**config.mk**
```make
export PLATFORM = sky130hd
export DESIGN_NAME = rdl_lane_ctrl
export DESIGN_NICKNAME = d
export VERILOG_FILES = /design/src/logic/rdl_pkg.sv /design/src/logic/rdl_edge_sync.sv /design/src/logic/rdl_lane_ctrl.sv
export SDC_FILE = /design/constraint.sdc
export NUM_CORES = 1
export LEC_CHECK = 0
export ABC_AREA = 0
export BUFFER_PORTS_ARGS = -buffer_cell sky130_fd_sc_hd__buf_4
export CAP_MARGIN = 40
export CELL_PAD_IN_SITES_DETAIL_PLACEMENT = 0
export CELL_PAD_IN_SITES_GLOBAL_PLACEMENT = 2
export CORE_MARGIN = 2
export CORE_UTILIZATION = 37
export CTS_BUF_LIST = sky130_fd_sc_hd__clkbuf_4 sky130_fd_sc_hd__clkbuf_8
export DETAILED_ROUTE_END_ITERATION = 16
export PLACE_DENSITY_LB_ADDON = 0.2
export SLEW_MARGIN = 20
export SYNTH_ARGS = -nofsm -noshare
export SYNTH_HDL_FRONTEND = slang
export SYNTH_SLANG_ARGS = --single-unit
```
**constraint.sdc**
```tcl
create_clock -name pclk -period 6.2 [get_ports pclk]
set_clock_uncertainty 0.1 [all_clocks]
set_input_delay 0.31 -clock pclk [delete_from_list [all_inputs] [get_ports pclk]]
set_output_delay 0.31 -clock pclk [all_outputs]
set_load 0.02 [all_outputs]
```
**src/logic/rdl_pkg.sv**
```systemverilog
package rdl_pkg;

  // apb register map, byte addresses
  localparam logic [7:0] RDL_CTRL_OFS = 8'h00;
  localparam logic [7:0] RDL_STATUS_OFS = 8'h04;
  localparam logic [7:0] RDL_LEVELS_OFS = 8'h08;

  // ctrl fields
  localparam int RDL_CTRL_START_BIT = 0;
  localparam int RDL_CTRL_LEN_LSB = 16;

  // status fields
  localparam int RDL_ST_STATE_LSB = 0;
  localparam int RDL_ST_FOUND_A_BIT = 2;
  localparam int RDL_ST_FOUND_B_BIT = 3;
  localparam int RDL_ST_EXTRA_LSB = 4;
  localparam int RDL_ST_ENABLE_BIT = 6;
  localparam int RDL_ST_STANDBY_BIT = 7;

  // levels fields
  localparam int RDL_LV_EQ_A_LSB = 0;
  localparam int RDL_LV_EQ_B_LSB = 2;
  localparam int RDL_LV_DE_A_LSB = 4;
  localparam int RDL_LV_DE_B_LSB = 6;
  localparam int RDL_LV_SWING_A_BIT = 8;
  localparam int RDL_LV_SWING_B_BIT = 9;

  // timing: one detection attempt
  localparam int RDL_CLK_PERIOD_NS = 100;
  localparam int RDL_ATTEMPT_NS = 10000;
  localparam int RDL_ATTEMPT_CYC_INT = (RDL_ATTEMPT_NS / RDL_CLK_PERIOD_NS < 1) ? 1 :
                                       RDL_ATTEMPT_NS / RDL_CLK_PERIOD_NS;
  localparam logic [15:0] RDL_ATTEMPT_CYC = 16'(RDL_ATTEMPT_CYC_INT);

  // extra attempts on the other channel after the first find
  localparam logic [1:0] RDL_EXTRA_MAX = 2'h3;

  // reset values
  localparam logic [31:0] RDL_PRDATA_RST = 32'h0000_0000;

  typedef enum logic [1:0] {
    RDL_LVL_0DB = 2'h0,
    RDL_LVL_3P5DB = 2'h1,
    RDL_LVL_6DB = 2'h2
  } rdl_level_e;

  // gray along off -> detect -> run
  typedef enum logic [1:0] {
    RDL_OFF = 2'h0,
    RDL_DETECT = 2'h1,
    RDL_RUN = 2'h3
  } rdl_state_e;

  // shared by equalization and deemphasis; msb set means top level
  function automatic rdl_level_e rdl_decode_level(input logic msb, input logic lsb);
    if (msb) begin
      return RDL_LVL_6DB;
    end else if (lsb) begin
      return RDL_LVL_3P5DB;
    end
    return RDL_LVL_0DB;
  endfunction : rdl_decode_level

endpackage : rdl_pkg

```
**src/logic/rdl_edge_sync.sv**
```systemverilog
`timescale 1ns/100ps
module rdl_edge_sync (
  input wire logic pclk,
  input wire logic presetn,
  input wire logic din,
  output logic edge_pulse
);
  import rdl_pkg::*;

  typedef struct packed {
    logic meta;
    logic sync;
    logic last;
    logic pulse;
  } rdl_sync_s;

  rdl_sync_s sync_reg;
  rdl_sync_s sync_next;

  // meta is read only by the second stage
  always_comb begin
    sync_next = sync_reg;
    sync_next.meta = din;
    sync_next.sync = sync_reg.meta;
    sync_next.last = sync_reg.sync;
    sync_next.pulse = sync_reg.sync ^ sync_reg.last;
  end

  always_ff @(posedge pclk or negedge presetn) begin
    if (!presetn) begin
      sync_reg <= '0;
    end else begin
      sync_reg <= sync_next;
    end
  end

  assign edge_pulse = sync_reg.pulse;

endmodule : rdl_edge_sync

```
**src/logic/rdl_lane_ctrl.sv**
```systemverilog
// Design decisions made here: the address map and the APB register port.
`timescale 1ns/100ps
// Contract
// - eq code: 00 none, 01 3.5dB, 1x 6dB
// - deemphasis code: 00 none, 01 3.5dB, 1x 6dB
// - enabled at power-up starts detection
// - trigger edge either way starts detection
// - standby and squelched while detecting
// - retry each channel until receiver found
// - after one find, three more tries other
// - found channel gets driver and idle detect
// - enable low keeps detection inactive
// - steady trigger level starts nothing
// - squelch below idle threshold, drive above
// - enable low shutdown, high normal
// - swing select 0 1000mV, 1 750mV
// - undriven inputs read as zero
module rdl_lane_ctrl (
  input wire logic pclk,
  input wire logic presetn,
  input wire logic psel,
  input wire logic penable,
  input wire logic pwrite,
  input wire logic [7:0] paddr,
  input wire logic [31:0] pwdata,
  output logic [31:0] prdata,
  output logic pready,
  output logic pslverr,
  input wire logic enable,
  input wire logic detect_trigger,
  input wire logic eq_boost_msb_a,
  input wire logic eq_boost_lsb_a,
  input wire logic eq_boost_msb_b,
  input wire logic eq_boost_lsb_b,
  input wire logic deemph_sel_msb_a,
  input wire logic deemph_sel_lsb_a,
  input wire logic deemph_sel_msb_b,
  input wire logic deemph_sel_lsb_b,
  input wire logic swing_sel_ch_a,
  input wire logic swing_sel_ch_b,
  input wire logic rx_sense_a,
  input wire logic rx_sense_b,
  input wire logic idle_a,
  input wire logic idle_b,
  output rdl_pkg::rdl_level_e eq_level_a,
  output rdl_pkg::rdl_level_e eq_level_b,
  output rdl_pkg::rdl_level_e deemph_level_a,
  output rdl_pkg::rdl_level_e deemph_level_b,
  output logic swing_low_a,
  output logic swing_low_b,
  output logic standby,
  output logic detect_busy,
  output logic probe_a,
  output logic probe_b,
  output logic drv_en_a,
  output logic drv_en_b,
  output logic idle_det_en_a,
  output logic idle_det_en_b,
  output logic squelch_a,
  output logic squelch_b
);
  import rdl_pkg::*;

  typedef struct packed {
    rdl_state_e state;
    logic pwrup_pend;
    logic sw_start;
    logic [15:0] att_len;
    logic [15:0] att_cnt;
    logic found_a;
    logic found_b;
    logic [1:0] extra_cnt;
    rdl_level_e eq_a;
    rdl_level_e eq_b;
    rdl_level_e de_a;
    rdl_level_e de_b;
    logic swing_a;
    logic swing_b;
    logic standby;
    logic busy;
    logic probe_a;
    logic probe_b;
    logic drv_a;
    logic drv_b;
    logic squelch_a;
    logic squelch_b;
    logic pready;
    logic pslverr;
    logic [31:0] prdata;
  } rdl_ctl_s;

  rdl_ctl_s ctl_reg;
  rdl_ctl_s ctl_next;
  logic trig_edge;
  logic start;
  logic at_end;
  logic hit_a;
  logic hit_b;

  // per-lane output decode, shared by both lanes
  typedef struct packed {
    logic probe;
    logic drv;
    logic squelch;
  } rdl_lane_out_s;

  rdl_lane_out_s out_a;
  rdl_lane_out_s out_b;

  function automatic rdl_lane_out_s rdl_lane_out(
    input rdl_state_e st,
    input logic found,
    input logic idle
  );
    rdl_lane_out_s o;
    o.probe = (st == RDL_DETECT) && !found;
    // a lane that never answered stays dark until the next start
    o.drv = (st == RDL_RUN) && found;
    o.squelch = !o.drv || idle;
    return o;
  endfunction : rdl_lane_out

  // a found lane stays found for the rest of the sequence
  function automatic logic rdl_hit(input logic found, input logic sense);
    return found || sense;
  endfunction : rdl_hit

  // status word as software sees it; enable is the live pin level
  function automatic logic [31:0] rdl_status_word(input rdl_ctl_s s, input logic en);
    logic [31:0] w;
    w = 32'h0000_0000;
    w[RDL_ST_STATE_LSB +: 2] = s.state;
    w[RDL_ST_FOUND_A_BIT] = s.found_a;
    w[RDL_ST_FOUND_B_BIT] = s.found_b;
    w[RDL_ST_EXTRA_LSB +: 2] = s.extra_cnt;
    w[RDL_ST_ENABLE_BIT] = en;
    w[RDL_ST_STANDBY_BIT] = s.standby;
    return w;
  endfunction : rdl_status_word

  function automatic logic [31:0] rdl_levels_word(input rdl_ctl_s s);
    logic [31:0] w;
    w = 32'h0000_0000;
    w[RDL_LV_EQ_A_LSB +: 2] = s.eq_a;
    w[RDL_LV_EQ_B_LSB +: 2] = s.eq_b;
    w[RDL_LV_DE_A_LSB +: 2] = s.de_a;
    w[RDL_LV_DE_B_LSB +: 2] = s.de_b;
    w[RDL_LV_SWING_A_BIT] = s.swing_a;
    w[RDL_LV_SWING_B_BIT] = s.swing_b;
    return w;
  endfunction : rdl_levels_word

  rdl_edge_sync u_trig_sync (
    .pclk(pclk),
    .presetn(presetn),
    .din(detect_trigger),
    .edge_pulse(trig_edge)
  );

  always_comb begin
    ctl_next = ctl_reg;
    ctl_next.sw_start = 1'b0;
    ctl_next.pready = 1'b0;
    ctl_next.pslverr = 1'b0;
    // power-up request is only honoured on the first cycle after release
    ctl_next.pwrup_pend = 1'b0;

    // apb: one wait state so read data can come from a flop
    if (psel && penable && !ctl_reg.pready) begin
      ctl_next.pready = 1'b1;
      ctl_next.prdata = 32'h0000_0000;
      case (paddr)
        RDL_CTRL_OFS: begin
          ctl_next.prdata[RDL_CTRL_LEN_LSB +: 16] = ctl_reg.att_len;
        end
        RDL_STATUS_OFS: begin
          ctl_next.prdata = rdl_status_word(ctl_reg, enable);
        end
        RDL_LEVELS_OFS: begin
          ctl_next.prdata = rdl_levels_word(ctl_reg);
        end
        default: begin
          ctl_next.pslverr = 1'b1;
        end
      endcase
    end
    if (psel && penable && ctl_reg.pready && pwrite && paddr == RDL_CTRL_OFS) begin
      // a zero length would wrap to a 65536-cycle attempt
      if (pwdata[RDL_CTRL_LEN_LSB +: 16] == 16'h0000) begin
        ctl_next.att_len = 16'h0001;
      end else begin
        ctl_next.att_len = pwdata[RDL_CTRL_LEN_LSB +: 16];
      end
      ctl_next.sw_start = pwdata[RDL_CTRL_START_BIT];
    end

    // static strap decode, undriven pins decode as zero levels
    ctl_next.eq_a = rdl_decode_level(eq_boost_msb_a, eq_boost_lsb_a);
    ctl_next.eq_b = rdl_decode_level(eq_boost_msb_b, eq_boost_lsb_b);
    ctl_next.de_a = rdl_decode_level(deemph_sel_msb_a, deemph_sel_lsb_a);
    ctl_next.de_b = rdl_decode_level(deemph_sel_msb_b, deemph_sel_lsb_b);
    ctl_next.swing_a = swing_sel_ch_a;
    ctl_next.swing_b = swing_sel_ch_b;

    // only trigger edges, the software start bit or power-up start; a held level does nothing
    start = enable && (trig_edge || ctl_reg.sw_start || ctl_reg.pwrup_pend);
    at_end = (ctl_reg.att_cnt == 16'(ctl_reg.att_len - 16'h0001));
    hit_a = rdl_hit(ctl_reg.found_a, rx_sense_a);
    hit_b = rdl_hit(ctl_reg.found_b, rx_sense_b);

    if (!enable) begin
      // shutdown drops all detection progress
      ctl_next.state = RDL_OFF;
      ctl_next.att_cnt = 16'h0000;
      ctl_next.found_a = 1'b0;
      ctl_next.found_b = 1'b0;
      ctl_next.extra_cnt = 2'h0;
    end else if (start) begin
      ctl_next.state = RDL_DETECT;
      ctl_next.att_cnt = 16'h0000;
      ctl_next.found_a = 1'b0;
      ctl_next.found_b = 1'b0;
      ctl_next.extra_cnt = 2'h0;
    end else begin
      case (ctl_reg.state)
        RDL_OFF: begin
          ctl_next.state = RDL_OFF;
        end
        RDL_DETECT: begin
          if (at_end) begin
            ctl_next.att_cnt = 16'h0000;
            ctl_next.found_a = hit_a;
            ctl_next.found_b = hit_b;
            if (hit_a && hit_b) begin
              ctl_next.state = RDL_RUN;
            end else if (ctl_reg.found_a || ctl_reg.found_b) begin
              // count tries on the other channel after the first find
              ctl_next.extra_cnt = 2'(ctl_reg.extra_cnt + 2'h1);
              if (2'(ctl_reg.extra_cnt + 2'h1) == RDL_EXTRA_MAX) begin
                ctl_next.state = RDL_RUN;
              end
            end
            // no find at all: keep retrying without limit
          end else begin
            ctl_next.att_cnt = 16'(ctl_reg.att_cnt + 16'h0001);
          end
        end
        RDL_RUN: begin
          ctl_next.state = RDL_RUN;
        end
        default: begin
          ctl_next.state = RDL_OFF;
        end
      endcase
    end

    // outputs follow the next state so they change with it
    ctl_next.busy = (ctl_next.state == RDL_DETECT);
    ctl_next.standby = (ctl_next.state != RDL_RUN);
    out_a = rdl_lane_out(ctl_next.state, ctl_next.found_a, idle_a);
    out_b = rdl_lane_out(ctl_next.state, ctl_next.found_b, idle_b);
    ctl_next.probe_a = out_a.probe;
    ctl_next.probe_b = out_b.probe;
    ctl_next.drv_a = out_a.drv;
    ctl_next.drv_b = out_b.drv;
    ctl_next.squelch_a = out_a.squelch;
    ctl_next.squelch_b = out_b.squelch;
  end

  always_ff @(posedge pclk or negedge presetn) begin
    if (!presetn) begin
      ctl_reg <= '0;
      ctl_reg.state <= RDL_OFF;
      ctl_reg.pwrup_pend <= 1'b1;
      ctl_reg.att_len <= RDL_ATTEMPT_CYC;
      ctl_reg.standby <= 1'b1;
      ctl_reg.squelch_a <= 1'b1;
      ctl_reg.squelch_b <= 1'b1;
      ctl_reg.prdata <= RDL_PRDATA_RST;
    end else begin
      ctl_reg <= ctl_next;
    end
  end

  assign prdata = ctl_reg.prdata;
  assign pready = ctl_reg.pready;
  assign pslverr = ctl_reg.pslverr;
  assign eq_level_a = ctl_reg.eq_a;
  assign eq_level_b = ctl_reg.eq_b;
  assign deemph_level_a = ctl_reg.de_a;
  assign deemph_level_b = ctl_reg.de_b;
  assign swing_low_a = ctl_reg.swing_a;
  assign swing_low_b = ctl_reg.swing_b;
  assign standby = ctl_reg.standby;
  assign detect_busy = ctl_reg.busy;
  assign probe_a = ctl_reg.probe_a;
  assign probe_b = ctl_reg.probe_b;
  assign drv_en_a = ctl_reg.drv_a;
  assign drv_en_b = ctl_reg.drv_b;
  assign idle_det_en_a = ctl_reg.drv_a;
  assign idle_det_en_b = ctl_reg.drv_b;
  assign squelch_a = ctl_reg.squelch_a;
  assign squelch_b = ctl_reg.squelch_b;

endmodule : rdl_lane_ctrl

```
[After elaboration in Yosys (flattened, before gate mapping)]
Cells that the tools add are included.
Cells by class
  reductions and logical operators: 27
  bitwise gates (word level): 1
  mux-type cells: 40
  equal/unequal tests: 13
  add/subtract/negate cells: 3
Operators with widths (number)
  20-bit two-way mux: 3
  16-bit two-way mux: 3
  2-bit two-way mux: 20
  34-bit two-way mux: 1
  10-bit case mux with 2 select lines: 1
  17-bit two-way mux: 1
  16-bit by 1-bit adder with 16-bit output, second input constant: 1
  16-bit == test: 1
  16-bit zero test: 1
  16-bit by 1-bit subtractor with 16-bit output, second input constant: 1
  1-bit logical AND: 11
  1-bit two-way mux: 9
  3-bit by 1-bit inequality test with 1-bit output, second input constant: 3
  8-bit by 3-bit == test with 1-bit output, second input constant: 1
  8-bit by 4-bit == test with 1-bit output, second input constant: 1
  8-bit zero test: 1
  1-bit logical OR: 7
  2-bit == test, second input constant: 3
  1-bit zero test: 5
  2-bit by 1-bit == test with 1-bit output, second input constant: 2
  4-bit two-way mux: 1
  2-bit case mux with 2 select lines: 1
  4-bit AND reduction: 1
  3-bit inequality test, second input constant: 1
  4 further kinds: 4
Word-level totals
  input bits: 61
  register bits after elaboration: 96
  output and inout port bits: 54

[Logic depth before layout (Yosys ltp)]
Gate-level depths: netlist of run 1.
  depth after elaboration: 13
  mapped depth: 11
  depth with buffers taken out: 9

[Hierarchy]
From an unflattened synthesis of run 1, not the netlist that was laid out.
Unflattened totals
  cells, all modules: 474
  area total of the unflattened synthesis: 4702.0 um^2
By module, submodules not included
  rdl_lane_ctrl: area an instance 4593.2 um^2, seq. area each 2160.8 um^2, cells an instance 469, instances 1
  rdl_edge_sync: area an instance 108.9 um^2, seq. area each 100.1 um^2, cells an instance 5, instances 1

[Least setup slack after synthesis of run 1]
OpenSTA, ideal clock, no wires.
  path kind: register to register
  start: reg ctl_reg[72] in the netlist's numbering
  end: reg ctl_reg[57] in the netlist's numbering
  buffers on the path: 2
  data required time: 5.978 ns
  path slack: 3.084 ns
  cell stages (with the launch flop): 11
  data arrival time: 2.895 ns
  cell sequence: dfrtp_1 > inv_1 > ha_1 > buf_2 > or4b_4 > or3b_1 > a211o_1 > a2111oi_4 > nand4bb_2 > buf_6 > a32o_1
On the way
  longest elaborated chain between the ends: 6
RTL lines
  start: declaration: line rdl_lane_ctrl.sv:92  | rdl_ctl_s ctl_reg;
  start signal: assignment: line rdl_lane_ctrl.sv:281  | ctl_reg <= ctl_next;
  16-bit by 1-bit subtractor with 16-bit output: line rdl_lane_ctrl.sv:207  | at_end = (ctl_reg.att_cnt == 16'(ctl_reg.att_len - 16'h0001));
  16-bit == test: line rdl_lane_ctrl.sv:207
  16-bit two-way mux: line rdl_lane_ctrl.sv:230  | if (at_end) begin
  20-bit two-way mux: line rdl_lane_ctrl.sv:225  | case (ctl_reg.state)
  20-bit two-way mux: line rdl_lane_ctrl.sv:218  | end else if (start) begin
  20-bit two-way mux: line rdl_lane_ctrl.sv:211  | if (!enable) begin
Every way passes these cells. The select of a mux whose other input is x is not followed.
A chain may end at the register's enable or synchronous reset.

[Worst setup path after layout of run 1]
  start: reg ctl_reg[72] in the netlist's numbering
  end: reg ctl_reg[70] in the netlist's numbering
Same word-level chain as after synthesis.

==> summary.txt, run 1 <==
Synth
  – Mux contribution to synthesized area: 5.36%
  – Sequential area share after synthesis: 48.4%
  – Synth Register Bits: 90
  – Syn Std Cell Area: 4670 um2
  – Dominant cells by area after synthesis: dfrtp_1, buf_4, dfstp_2, mux2_2, a22o_1
  – Mean Syn Cell Area: 10.2 um2
  – Post-synth EDFFs: 0
  – Synth Warn #: 0
  – Synth area leader: dfrtp_1
  – Largest family of logic cells by synthesized area: simple AND/OR/NAND/NOR gates
  – Cell count after synthesis: 456
  – Xor-xnor portion of the synthesized cell area: 3.56%
  – Post-Synth Simple-Gate Area: 18.1%
  – Synth top area share: 44.5%
  – Async S/R FF share, synth: 100%
  – Post-synthesis cell type count: 59
  – Compound-Gate Fraction of Synth Area: 13.1%
  – Adder-cell area share of the yosys netlist: 0.803%
  – Most common flop cell mapped by yosys: dfrtp_1

Floorplan
  – Ports: 115
  – Die area: 13,500 um2
  – Row Count: 41
  – Die Ht: 116 um
  – CORE AREA: 12,500 um2
  – Initial core utilization: 37.5%
  – Die width: 116 um

Routing
  – Vias: 3,466
  – Drt total wl: 10.7 mm
  – Avg WL per Cell: 15.6 um
  – DR pass1 iterations: 6
  – Remaining DRCs: 0
  – Post-route ant nets: 0
  – Via-to-Cell Ratio: 5.07
  – DRT iter0 DRCs: 228

Global routing
  – Number of global-route vias before repair: 3,394
  – GRT Residual Overflow: 0
  – Global-route wire length before repair: 17.2 mm
  – Global Route Usage Sum: 16.5%
  – Initial antenna violation count: 0
  – Pin count of the biggest net entering global routing: 61

Placement
  – # placed instances: 657
  – Post-detail-place hpwl: 7.71 mm
  – Buffers added on ports: 93
  – Global placement routability congestion: 0.736

Timing
  – Max Fclk: 256 MHz
  – Rel. slew slack: 45.4%
  – RSZ-0062 raised after global routing: no
  – Final worst path period need: 3.90 ns
  – # setup viols final: 0
  – Max-slew violation count: 0
  – Fin Setup TNS: 0 ns
  – Slew @ Worst Pin: 0.818 ns
  – WHS: 0.0417 ns
  – Tcrit/Tclk final: 62.9%
  – Final hold viol count: 0

Setup path
  – Worst setup SP type: flip-flop
  – CP max-delay cell: nand4bb_2
  – R2R depth: 9
  – Crit end category: flip-flop
  – CP Cell Sequence: inv_1 -> ha_1 -> or4b_4 -> or3b_1 -> a211o_1 -> a2111oi_4 -> nand4bb_2 -> nand2_1 -> o311ai_1
  – CP required: 6.33 ns
  – Delay of the slowest critical-path stage: 0.57 ns
  – CP Max Fanout: 23
  – Critical Path AT: 4.02 ns
  – Type of the worst setup path: reg2reg

Hold path
  – Hold Path Depth: 2
  – Worst hold path type: in2reg

Layout
  – Area added between synthesis and finish: 18.1%
  – Post-route insts no fill: 683
  – Number of flip-flops in the largest register: 40
  – Fin nets: 570
  – Filler cells: 1,250
  – Antenna diodes: 0
  – Share of cells above drive strength 1: 28.6%

CTS
  – Clock Pin Slew Worst Setup and Hold Paths: 0.08 ns
  – Root Buffer: clkbuf_8
  – Worst-skew pair later-pin latency: 0.37 ns
  – Clock Path Buffers: 2
  – Sink Count: 90
  – Post-CTS Resized: 0
  – CTS buffer count: 9
  – CTS H-Tree Depth: 3
  – CTS tree: built

Job
  – Max-Cap Viols: 0

Pwr
  – Pwr Total: 0.00112 W
  – Peak VDD IR: 0.0926 mV
  – Pwr Density: 203 nW/um2
  – Leakage: 2.53 nW

Status
  – Status: completed
## area by class of cell
cell class / instances / area [um2] / area share, %
clock buffers: 14 / 174 / 3.15
clock inverters: 2 / 37.5 / 0.680
inverters: 10 / 37.5 / 0.680
multi-input cells: 288 / 1940 / 35.2
flip-flops and latches: 90 / 2260 / 41.0
well taps: 172 / 215 / 3.90
repair buffers: 107 / 847 / 15.4
## what timing repair did
| item | 4_1_cts | 5_1_grt |
|---|---|---|
| endpoints found under the hold margin | 38 | 0 |
| hold buffers | 8 | 0 |
| setup buffers | 0 | 0 |
## report_power, final
group,switching (W),internal (W),leakage (nW)
Clock,0.000201,0.000222,0.107
Sequential,0.00000631,0.000596,1.19
Combinational,0.0000550,0.0000407,1.24
## per-stage QoR
stage / utilization [%] / worst slack (ns) / instance area [um2]
floorplan: - / 3.08 / 4690
global placement: 41.5 / 2.34 / 5170
detailed placement: 41.6 / 2.29 / 5190
CTS: 44.0 / 2.27 / 5480
global route: 44.3 / 2.02 / 5520
finish: 44.3 / 2.30 / 5520
## cell usage in the layout, fill, tap and decap left out, drive strengths merged, types with 7 or more instances in the layout
cell type / netlist / layout
nor2: 15 / 15
mux2: 16 / 16
o21ai: 18 / 18
dfrtp: 83 / 83
a22oi: 9 / 9
a22o: 16 / 16
xor2: 9 / 9
xnor2: 10 / 10
conb: 1 / 7
a31oi: 8 / 8
and3: 8 / 8
nand2: 37 / 37
inv: 10 / 10
dlygate4sd3: 0 / 8
nand3: 26 / 26
nor3: 13 / 13
nand4: 10 / 10
clkbuf: 25 / 14
mux2i: 7 / 7
dfstp: 7 / 7
buf: 49 / 99
nor4: 7 / 7
## synth_stat cells, types with 7 or more instances
library cell  number
dfrtp_1           83
buf_4             42
nand2_1           37
nand3_1           26
clkbuf_1          25
a22o_1            16
mux2_2            16
nor2_1            15
o21ai_0           13
nor3_1            12
inv_1             10
nand4_1           10
xnor2_1           10
a22oi_1            9
xor2_1             9
a31oi_1            8
and3_1             8
dfstp_2            7
mux2i_1            7
## critical path: cells and delay by family (launching register included)
family / cells / cell delay (ns)
compound gates: 3 / 0.84
fa+ha+maj: 1 / 0.32
buf+inv: 1 / 0.10
flops: 1 / 0.43
simple gates: 4 / 1.97
## layer usage
metal / vias up / wire length [um] / track usage [%]
li1: 1681 / - / -
met2: 76 / 5280 / 28.2
met1: 1698 / 4780 / 20.6
met3: 11 / 449 / 3.89
met4: 0 / 147 / 5.56
met5: - / 0 / 0
## path summary, 6_finish.rpt
kind	slack (ns)	from	endpoint
min	0.04	idle_b	squelch_b
max in group asynchronous	4.65	presetn	standby
min reg2reg	0.24	u_trig_sync.sync_next[2]	u_trig_sync.sync_next[1]
max	2.30	ctl_reg[72]	ctl_reg[70]
min in group asynchronous	0.29	presetn	prdata[8]
max reg2reg	2.30	ctl_reg[72]	ctl_reg[70]
## cells by family after synthesis
| logic type | count (synthesis) |
|---|---|
| compound gates | 82 |
| xor+xnor | 19 |
| fa+ha+maj | 3 |
| buf+inv | 84 |
| flops | 90 |
| mux | 23 |
| other cells | 1 |
| simple gates | 154 |
Note: power is estimated with default switching activity, not from simulation.
==> run 2, diff against run 1 <==
Settings changed: CORE_UTILIZATION 37 to 34.
Clock period 6.2 ns to 4 ns, I/O delays scaled along.
==> run 2 against run 1 <==
Global-route usage fell by 0.22 points. Combinational power grew 76%. Core utilization is 1.4 points lower. Non-clock buffer count grew 25. Final cell count rose by 4.2%. Cell area increased by 3.8%. Critical path depth is 1 higher. Routed wire length grew 6.6%. First-iteration DRC count is 11% lower. Critical path type unchanged. Critical endpoint is now ctl_reg[62].
==> summary.txt, run 2 (synthesized netlist as in run 1, its figures left out) <==
Floorplan
  – CORE AREA: 13,300 um2 (was 12,500 um2)
  – Die area: 14,700 um2 (was 13,500 um2)
  – Row Count: 42 (was 41)
  – Die Ht: 121 um (was 116 um)
  – Die width: 121 um (was 116 um)
  – Initial core utilization: 35.0% (was 37.5%)
  – Ports: 115 (unchanged)

Setup path
  – Type of the worst setup path: reg2reg (unchanged)
  – CP required: 4.16 ns (was 6.33 ns)
  – Buf/Inv on CP: 2 (was 1)
  – Worst setup SP type: flip-flop (unchanged)
  – Worst reg2reg path startpoint: ctl_reg[72] (unchanged)
  – CP top delay family: simple AND/OR/NAND/NOR gates (unchanged)
  – CP max-delay cell: or4b_4 (was nand4bb_2)
  – CP Cell Sequence: inv_1 -> ha_1 -> or4b_4 -> or3b_1 -> a211o_1 -> a2111oi_4 -> nand4bb_2 -> buf_4 -> a31oi_1 -> mux2i_1 (was inv_1 -> ha_1 -> or4b_4 -> or3b_1 -> a211o_1 -> a2111oi_4 -> nand4bb_2 -> nand2_1 -> o311ai_1)
  – Crit path depth: 10 (was 9)
  – Crit end category: flip-flop (unchanged)
  – R2R depth: 10 (was 9)
  – Crit path from: ctl_reg[72] (unchanged)
  – Setup crit end: ctl_reg[62] (was ctl_reg[70])
  – Worst R2R End: ctl_reg[62] (was ctl_reg[70])
  – CP Max Fanout: 13 (was 23)
  – Delay of the slowest critical-path stage: 0.54 ns (was 0.57 ns)
  – Critical Path AT: 3.73 ns (was 4.02 ns)
  – FF-to-FF setup slack: 0.43 ns (was 2.30 ns)

Timing
  – Tcrit/Tclk final: 89.2% (was 62.9%)
  – Final worst path period need: 3.57 ns (was 3.90 ns)
  – Rel. slew slack: 46.6% (was 45.4%)
  – RSZ-0062 raised after global routing: no (unchanged)
  – Setup WS post-layout: 0.430 ns (was 2.30 ns)
  – Final hold viol count: 0 (unchanged)
  – # setup viols final: 0 (unchanged)
  – Slew @ Worst Pin: 0.801 ns (was 0.818 ns)
  – Max Fclk: 280 MHz (was 256 MHz)
  – Fin Setup TNS: 0 ns (unchanged)
  – Max-slew violation count: 0 (unchanged)

CTS
  – CTS tree: built (unchanged)
  – Worst-skew pair later-pin latency: 0.37 ns (about the same)
  – Clock Pin Slew Worst Setup and Hold Paths: 0.09 ns (was 0.08 ns)
  – CTS H-Tree Depth: 3 (unchanged)
  – Post-CTS Resized: 0 (unchanged)
  – Root Buffer: clkbuf_8 (unchanged)
  – Number of post-CTS setup repair buffers: 0 (unchanged)
  – Sink Count: 90 (unchanged)
  – CTS buffer count: 9 (unchanged)
  – Clock Path Buffers: 2 (unchanged)

Layout
  – Share of cells above drive strength 1: 27.4% (was 28.6%)
  – Commonest non-fill, non-tap cell in the layout: buf_4 (unchanged)
  – Area added between synthesis and finish: 22.5% (was 18.1%)
  – Post-route cell area: 5720 um2 (was 5520 um2)
  – Commonest cells after routing, fill and taps aside: buf_4, dfrtp_1, nand2_1 (unchanged)
  – Fin nets: 595 (was 570)
  – Filler cells: 1,293 (was 1,250)
  – Antenna diodes: 0 (unchanged)
  – Number of flip-flops in the largest register: 40 (unchanged)

Routing
  – Metal3 WL: 546 um (was 449 um)
  – Met1 Wirelength: 5.43 mm (was 4.78 mm)
  – Met2 WL post-DR: 5.22 mm (was 5.28 mm)
  – Drt total wl: 11.4 mm (was 10.7 mm)
  – Vias: 3,612 (was 3,466)
  – Top sig layer: met4 (unchanged)
  – Via-to-Cell Ratio: 5.07 (about the same)
  – DR pass1 iterations: 4 (was 6)
  – Post-route ant nets: 0 (unchanged)
  – Avg WL per Cell: 16.0 um (was 15.6 um)
  – Remaining DRCs: 0 (unchanged)
  – DRT iter0 DRCs: 204 (was 228)

Global routing
  – Global Route Usage Sum: 16.3% (was 16.5%)
  – Initial antenna violation count: 0 (unchanged)
  – GRT Residual Overflow: 0 (unchanged)
  – Pin count of the biggest net entering global routing: 50 (was 61)
  – Number of global-route vias before repair: 3,533 (was 3,394)
  – Global-route wire length before repair: 18.6 mm (was 17.2 mm)

Placement
  – Buffers added on ports: 93 (unchanged)
  – Post-detail-place hpwl: 8.15 mm (was 7.71 mm)
  – Pre-CTS WS: 0.416 ns (was 2.29 ns)
  – Global placement routability congestion: 0.736 (about the same)
  – Placed Area: 5210 um2 (was 5190 um2)

Job
  – Max-Cap Viols: 0 (unchanged)

Hold path
  – Worst hold path type: in2reg (unchanged)

Status
  – Status: completed (unchanged)

Pwr
  – Pwr Density: 303 nW/um2 (was 203 nW/um2)
  – Leakage: 2.62 nW (was 2.53 nW)
  – Peak VDD IR: 0.135 mV (was 0.0926 mV)
[run 2: final cells by class]
class                   count  area, um2  share of cell area (%)
flip-flops and latches     90       2260                    39.5
multi-input cells         288       1940                    33.9
repair buffers            132       1070                    18.6
well taps                 176        220                    3.85
clock buffers               9        124                    2.16
clock inverters             7       76.3                    1.33
inverters                  10       37.5                   0.656
[run 2: worst min-delay path by stage]
stage / depth (start not counted) / endpoint / startpoint / slack (ns)
floorplan: 0 / ctl_reg[52] / presetn / -0.20
global placement: 1 / ctl_reg[59] / presetn / 0.12
detailed placement: 1 / ctl_reg[59] / presetn / 0.13
CTS: 3 / ctl_reg[53] / enable / 0.04
global route: 3 / pslverr / paddr[2] / 0.06
finish: 3 / ctl_reg[53] / enable / 0.05
[run 2: tightest hold or removal path, stage by stage]
cell	delay, ns
buf_4	0.13
nand2_1	0.10
a21oi_1	0.05
[run 2: what timing repair did]
item / CTS / global route
endpoints found under the hold margin: 68 / 0
hold buffers: 31 / 0
endpoints found under the setup margin: 0 / 0
[run 2: through the flow]
step | total power [W] | hold WS, ns | utilization, % | cells
global route | 0.00183 | 0.0629 | 42.9 | 712
floorplan | 0.00102 | -0.196 | - | 462
global placement | 0.00110 | 0.124 | 39.0 | 663
finish | 0.00174 | 0.0548 | 42.9 | 712
CTS | 0.00177 | 0.0405 | 42.9 | 712
detailed placement | 0.00110 | 0.125 | 39.1 | 665
[run 2: metal layers]
| layer | up-vias | GRT usage, % |
|---|---|---|
| li1 | 1746 | - |
| met1 | 1768 | 23.2 |
| met2 | 84 | 24.4 |
| met3 | 14 | 4.37 |
| met4 | 0 | 4.67 |
| met5 | - | 0 |
[run 2: power by group]
part / switching [W] / internal [W] / leakage (nW)
registers: 0.00000973 / 0.000924 / 1.19
logic: 0.0000897 / 0.0000779 / 1.34
clock network: 0.000343 / 0.000293 / 0.0962
==> run 3, diff against run 2 <==
Settings changed: CELL_PAD_IN_SITES_GLOBAL_PLACEMENT 2 to 1, CORE_UTILIZATION 34 to 38.
==> run 3 against run 2 <==
Worst setup slack improved by 0.13 ns. Sequential cell count unchanged. Register-to-register slack improved by 0.13 ns. First-iteration DRC count is 7.8% lower. Clock power rose by 21%. Maximum frequency rose by 3.9%. Clock-buffer cell count rose by 3. Highest routed layer unchanged. Critical path depth did not move. Via count shrank 1.9%. Final cell count shrank 4.1%.
==> summary.txt, run 3 (synthesized netlist as in run 1, its figures left out) <==
Layout
  – Number of flip-flops in the largest register: 40 (unchanged)
  – Commonest non-fill, non-tap cell in the layout: buf_4 (unchanged)
  – Antenna diodes: 0 (unchanged)
  – Fin nets: 595 (unchanged)
  – Share of cells above drive strength 1: 27.4% (unchanged)
  – Area added between synthesis and finish: 23.3% (was 22.5%)
  – Commonest cells after routing, fill and taps aside: buf_4, dfrtp_1, nand2_1 (unchanged)

Pwr
  – Switching power: 0.000419 W (was 0.000442 W)
  – Peak VDD IR: 0.147 mV (was 0.135 mV)
  – Pwr Total: 0.00187 W (was 0.00174 W)
  – Gate power share: 9.0% (was 9.7%)
  – Pwr Density: 325 nW/um2 (was 303 nW/um2)
  – Clock network fraction of total power: 41.1% (was 36.6%)
  – Leakage: 2.66 nW (was 2.62 nW)
  – Internal Pwr Total: 0.00145 W (was 0.00129 W)
  – Flop pwr share: 49.9% (was 53.8%)
  – Net Sw Frac: 22.4% (was 25.5%)

Global routing
  – Global-route wire length before repair: 17.3 mm (was 18.6 mm)
  – Pin count of the biggest net entering global routing: 60 (was 50)
  – GRT Residual Overflow: 0 (unchanged)
  – Global Route Usage Sum: 16.9% (was 16.3%)
  – Number of global-route vias before repair: 3,454 (was 3,533)
  – Initial antenna violation count: 0 (unchanged)

Routing
  – DRT iter0 DRCs: 188 (was 204)
  – Drt total wl: 10.7 mm (was 11.4 mm)
  – Vias: 3,544 (was 3,612)
  – Via-to-Cell Ratio: 5.19 (was 5.07)
  – DR pass1 iterations: 4 (unchanged)
  – Remaining DRCs: 0 (unchanged)
  – Avg WL per Cell: 15.7 um (was 16.0 um)
  – Post-route ant nets: 0 (unchanged)

Placement
  – Buffers added on ports: 93 (unchanged)
  – Post-detail-place hpwl: 7.63 mm (was 8.15 mm)
  – Global placement routability congestion: 0.817 (was 0.736)

CTS
  – Sink Count: 90 (unchanged)
  – Number of post-CTS setup repair buffers: 0 (unchanged)
  – Clock Pin Slew Worst Setup and Hold Paths: 0.09 ns (about the same)
  – Worst-skew pair later-pin latency: 0.37 ns (about the same)
  – CTS buffer count: 9 (unchanged)
  – CTS H-Tree Depth: 3 (unchanged)
  – CTS tree: built (unchanged)
  – Clock Path Buffers: 2 (unchanged)
  – Root Buffer: clkbuf_8 (unchanged)
  – Post-CTS Hold Fix Bufs: 31 (unchanged)
  – Post-CTS Resized: 0 (unchanged)

Floorplan
  – CORE AREA: 12,000 um2 (was 13,300 um2)
  – Die area: 13,200 um2 (was 14,700 um2)
  – Die Ht: 115 um (was 121 um)
  – Die width: 115 um (was 121 um)
  – Initial core utilization: 38.9% (was 35.0%)
  – Row Count: 40 (was 42)
  – Ports: 115 (unchanged)

Timing
  – Final hold viol count: 0 (unchanged)
  – Tcrit/Tclk final: 85.9% (was 89.2%)
  – Fin Setup TNS: 0 ns (unchanged)
  – # setup viols final: 0 (unchanged)
  – Slew @ Worst Pin: 0.789 ns (was 0.801 ns)
  – Max Fclk: 291 MHz (was 280 MHz)
  – Final worst path period need: 3.44 ns (was 3.57 ns)
  – RSZ-0062 raised after global routing: no (unchanged)
  – Rel. slew slack: 47.4% (was 46.6%)
  – Max-slew violation count: 0 (unchanged)

Setup path
  – CP max-delay cell: or4b_4 (unchanged)
  – Worst setup SP type: flip-flop (unchanged)
  – Type of the worst setup path: reg2reg (unchanged)
  – CP Cell Sequence: inv_1 -> ha_1 -> or4b_4 -> or3b_1 -> a211o_1 -> a2111oi_4 -> nand4bb_2 -> buf_4 -> a31oi_1 -> mux2i_1 (unchanged)
  – CP Max Fanout: 17 (was 13)
  – Critical Path AT: 3.59 ns (was 3.73 ns)
  – CP required: 4.16 ns (about the same)
  – Buf/Inv on CP: 2 (unchanged)
  – CP top delay family: simple AND/OR/NAND/NOR gates (unchanged)
  – Crit end category: flip-flop (unchanged)
  – Delay of the slowest critical-path stage: 0.51 ns (was 0.54 ns)

Job
  – Max-Cap Viols: 0 (unchanged)

Hold path
  – Worst hold path type: in2async (was in2reg)

Status
  – Status: completed (unchanged)
[run 3: changes by cell type in the layout (fill, tap and decap cells not counted)]
cell,change
buf_16,+1
buf_4,-1
bufinv_16,+2
clkbuf_4,+2
clkbuf_8,+1
clkinv_2,-1
clkinvlp_4,-2
inv_6,-2
[run 3: per-layer routing]
| layer | vias to the layer above | routed length, um | track usage, % |
|---|---|---|---|
| li1 | 1737 | - | - |
| met1 | 1708 | 5000 | 23.2 |
| met2 | 83 | 5040 | 25.7 |
| met3 | 16 | 479 | 4.43 |
| met4 | 0 | 224 | 6.43 |
| met5 | - | 0 | 0 |
[run 3: final timing paths]
path,from,end,slack (ns),depth (start not counted)
hold reg to reg,u_trig_sync.sync_next[2],u_trig_sync.sync_next[1],0.25,0
setup reg to reg,ctl_reg[72],ctl_reg[62],0.56,10
hold / removal,presetn,ctl_reg[59],0.06,2
setup / recovery,ctl_reg[72],ctl_reg[62],0.56,10
max in group asynchronous,presetn,ctl_reg[74],2.81,4
min in group pclk,enable,ctl_reg[53],0.06,3
[run 3: stage by stage]
step,hold slack (ns),util (%),setup WS (ns),cells,area (um2)
final,0.0551,47.9,0.564,683,5760
after global routing,0.0612,47.9,0.395,683,5760
after CTS,0.0425,47.7,0.561,682,5730
after detailed placement,0.211,43.0,0.576,635,5170
after global placement,0.209,42.9,0.654,633,5160
after floorplan,-0.196,-,0.884,462,4690
[run 3: area by class of cell]
cell class	count	area, um2
Sequential cell	90	2260
Timing Repair Buffer	132	1090
Tap cell	147	184
Inverter	10	37.5
Clock buffer	12	153
Clock inverter	4	98.8
Multi-Input combinational cell	288	1940
Fill cell	1128	6250
[run 3: power groups by stage]
stage	Clock, W	Combinational, W	Sequential [W]
2_1_floorplan	0	0.0000659	0.000955
3_3_place_gp	0	0.000139	0.000952
3_5_place_dp	0	0.000142	0.000952
4_1_cts	0.000795	0.000167	0.000934
5_1_grt	0.000831	0.000183	0.000936
6_report	0.000768	0.000169	0.000934
[run 3: worst reg2reg max path, cell delays in order (launching register included)]
cell and delay [ns]:
dfrtp_1 0.44, inv_1 0.11, ha_1 0.17, or4b_4 0.51, or3b_1 0.43, a211o_1 0.33, a2111oi_4 0.40, nand4bb_2 0.27
buf_4 0.28, a31oi_1 0.20, mux2i_1 0.09
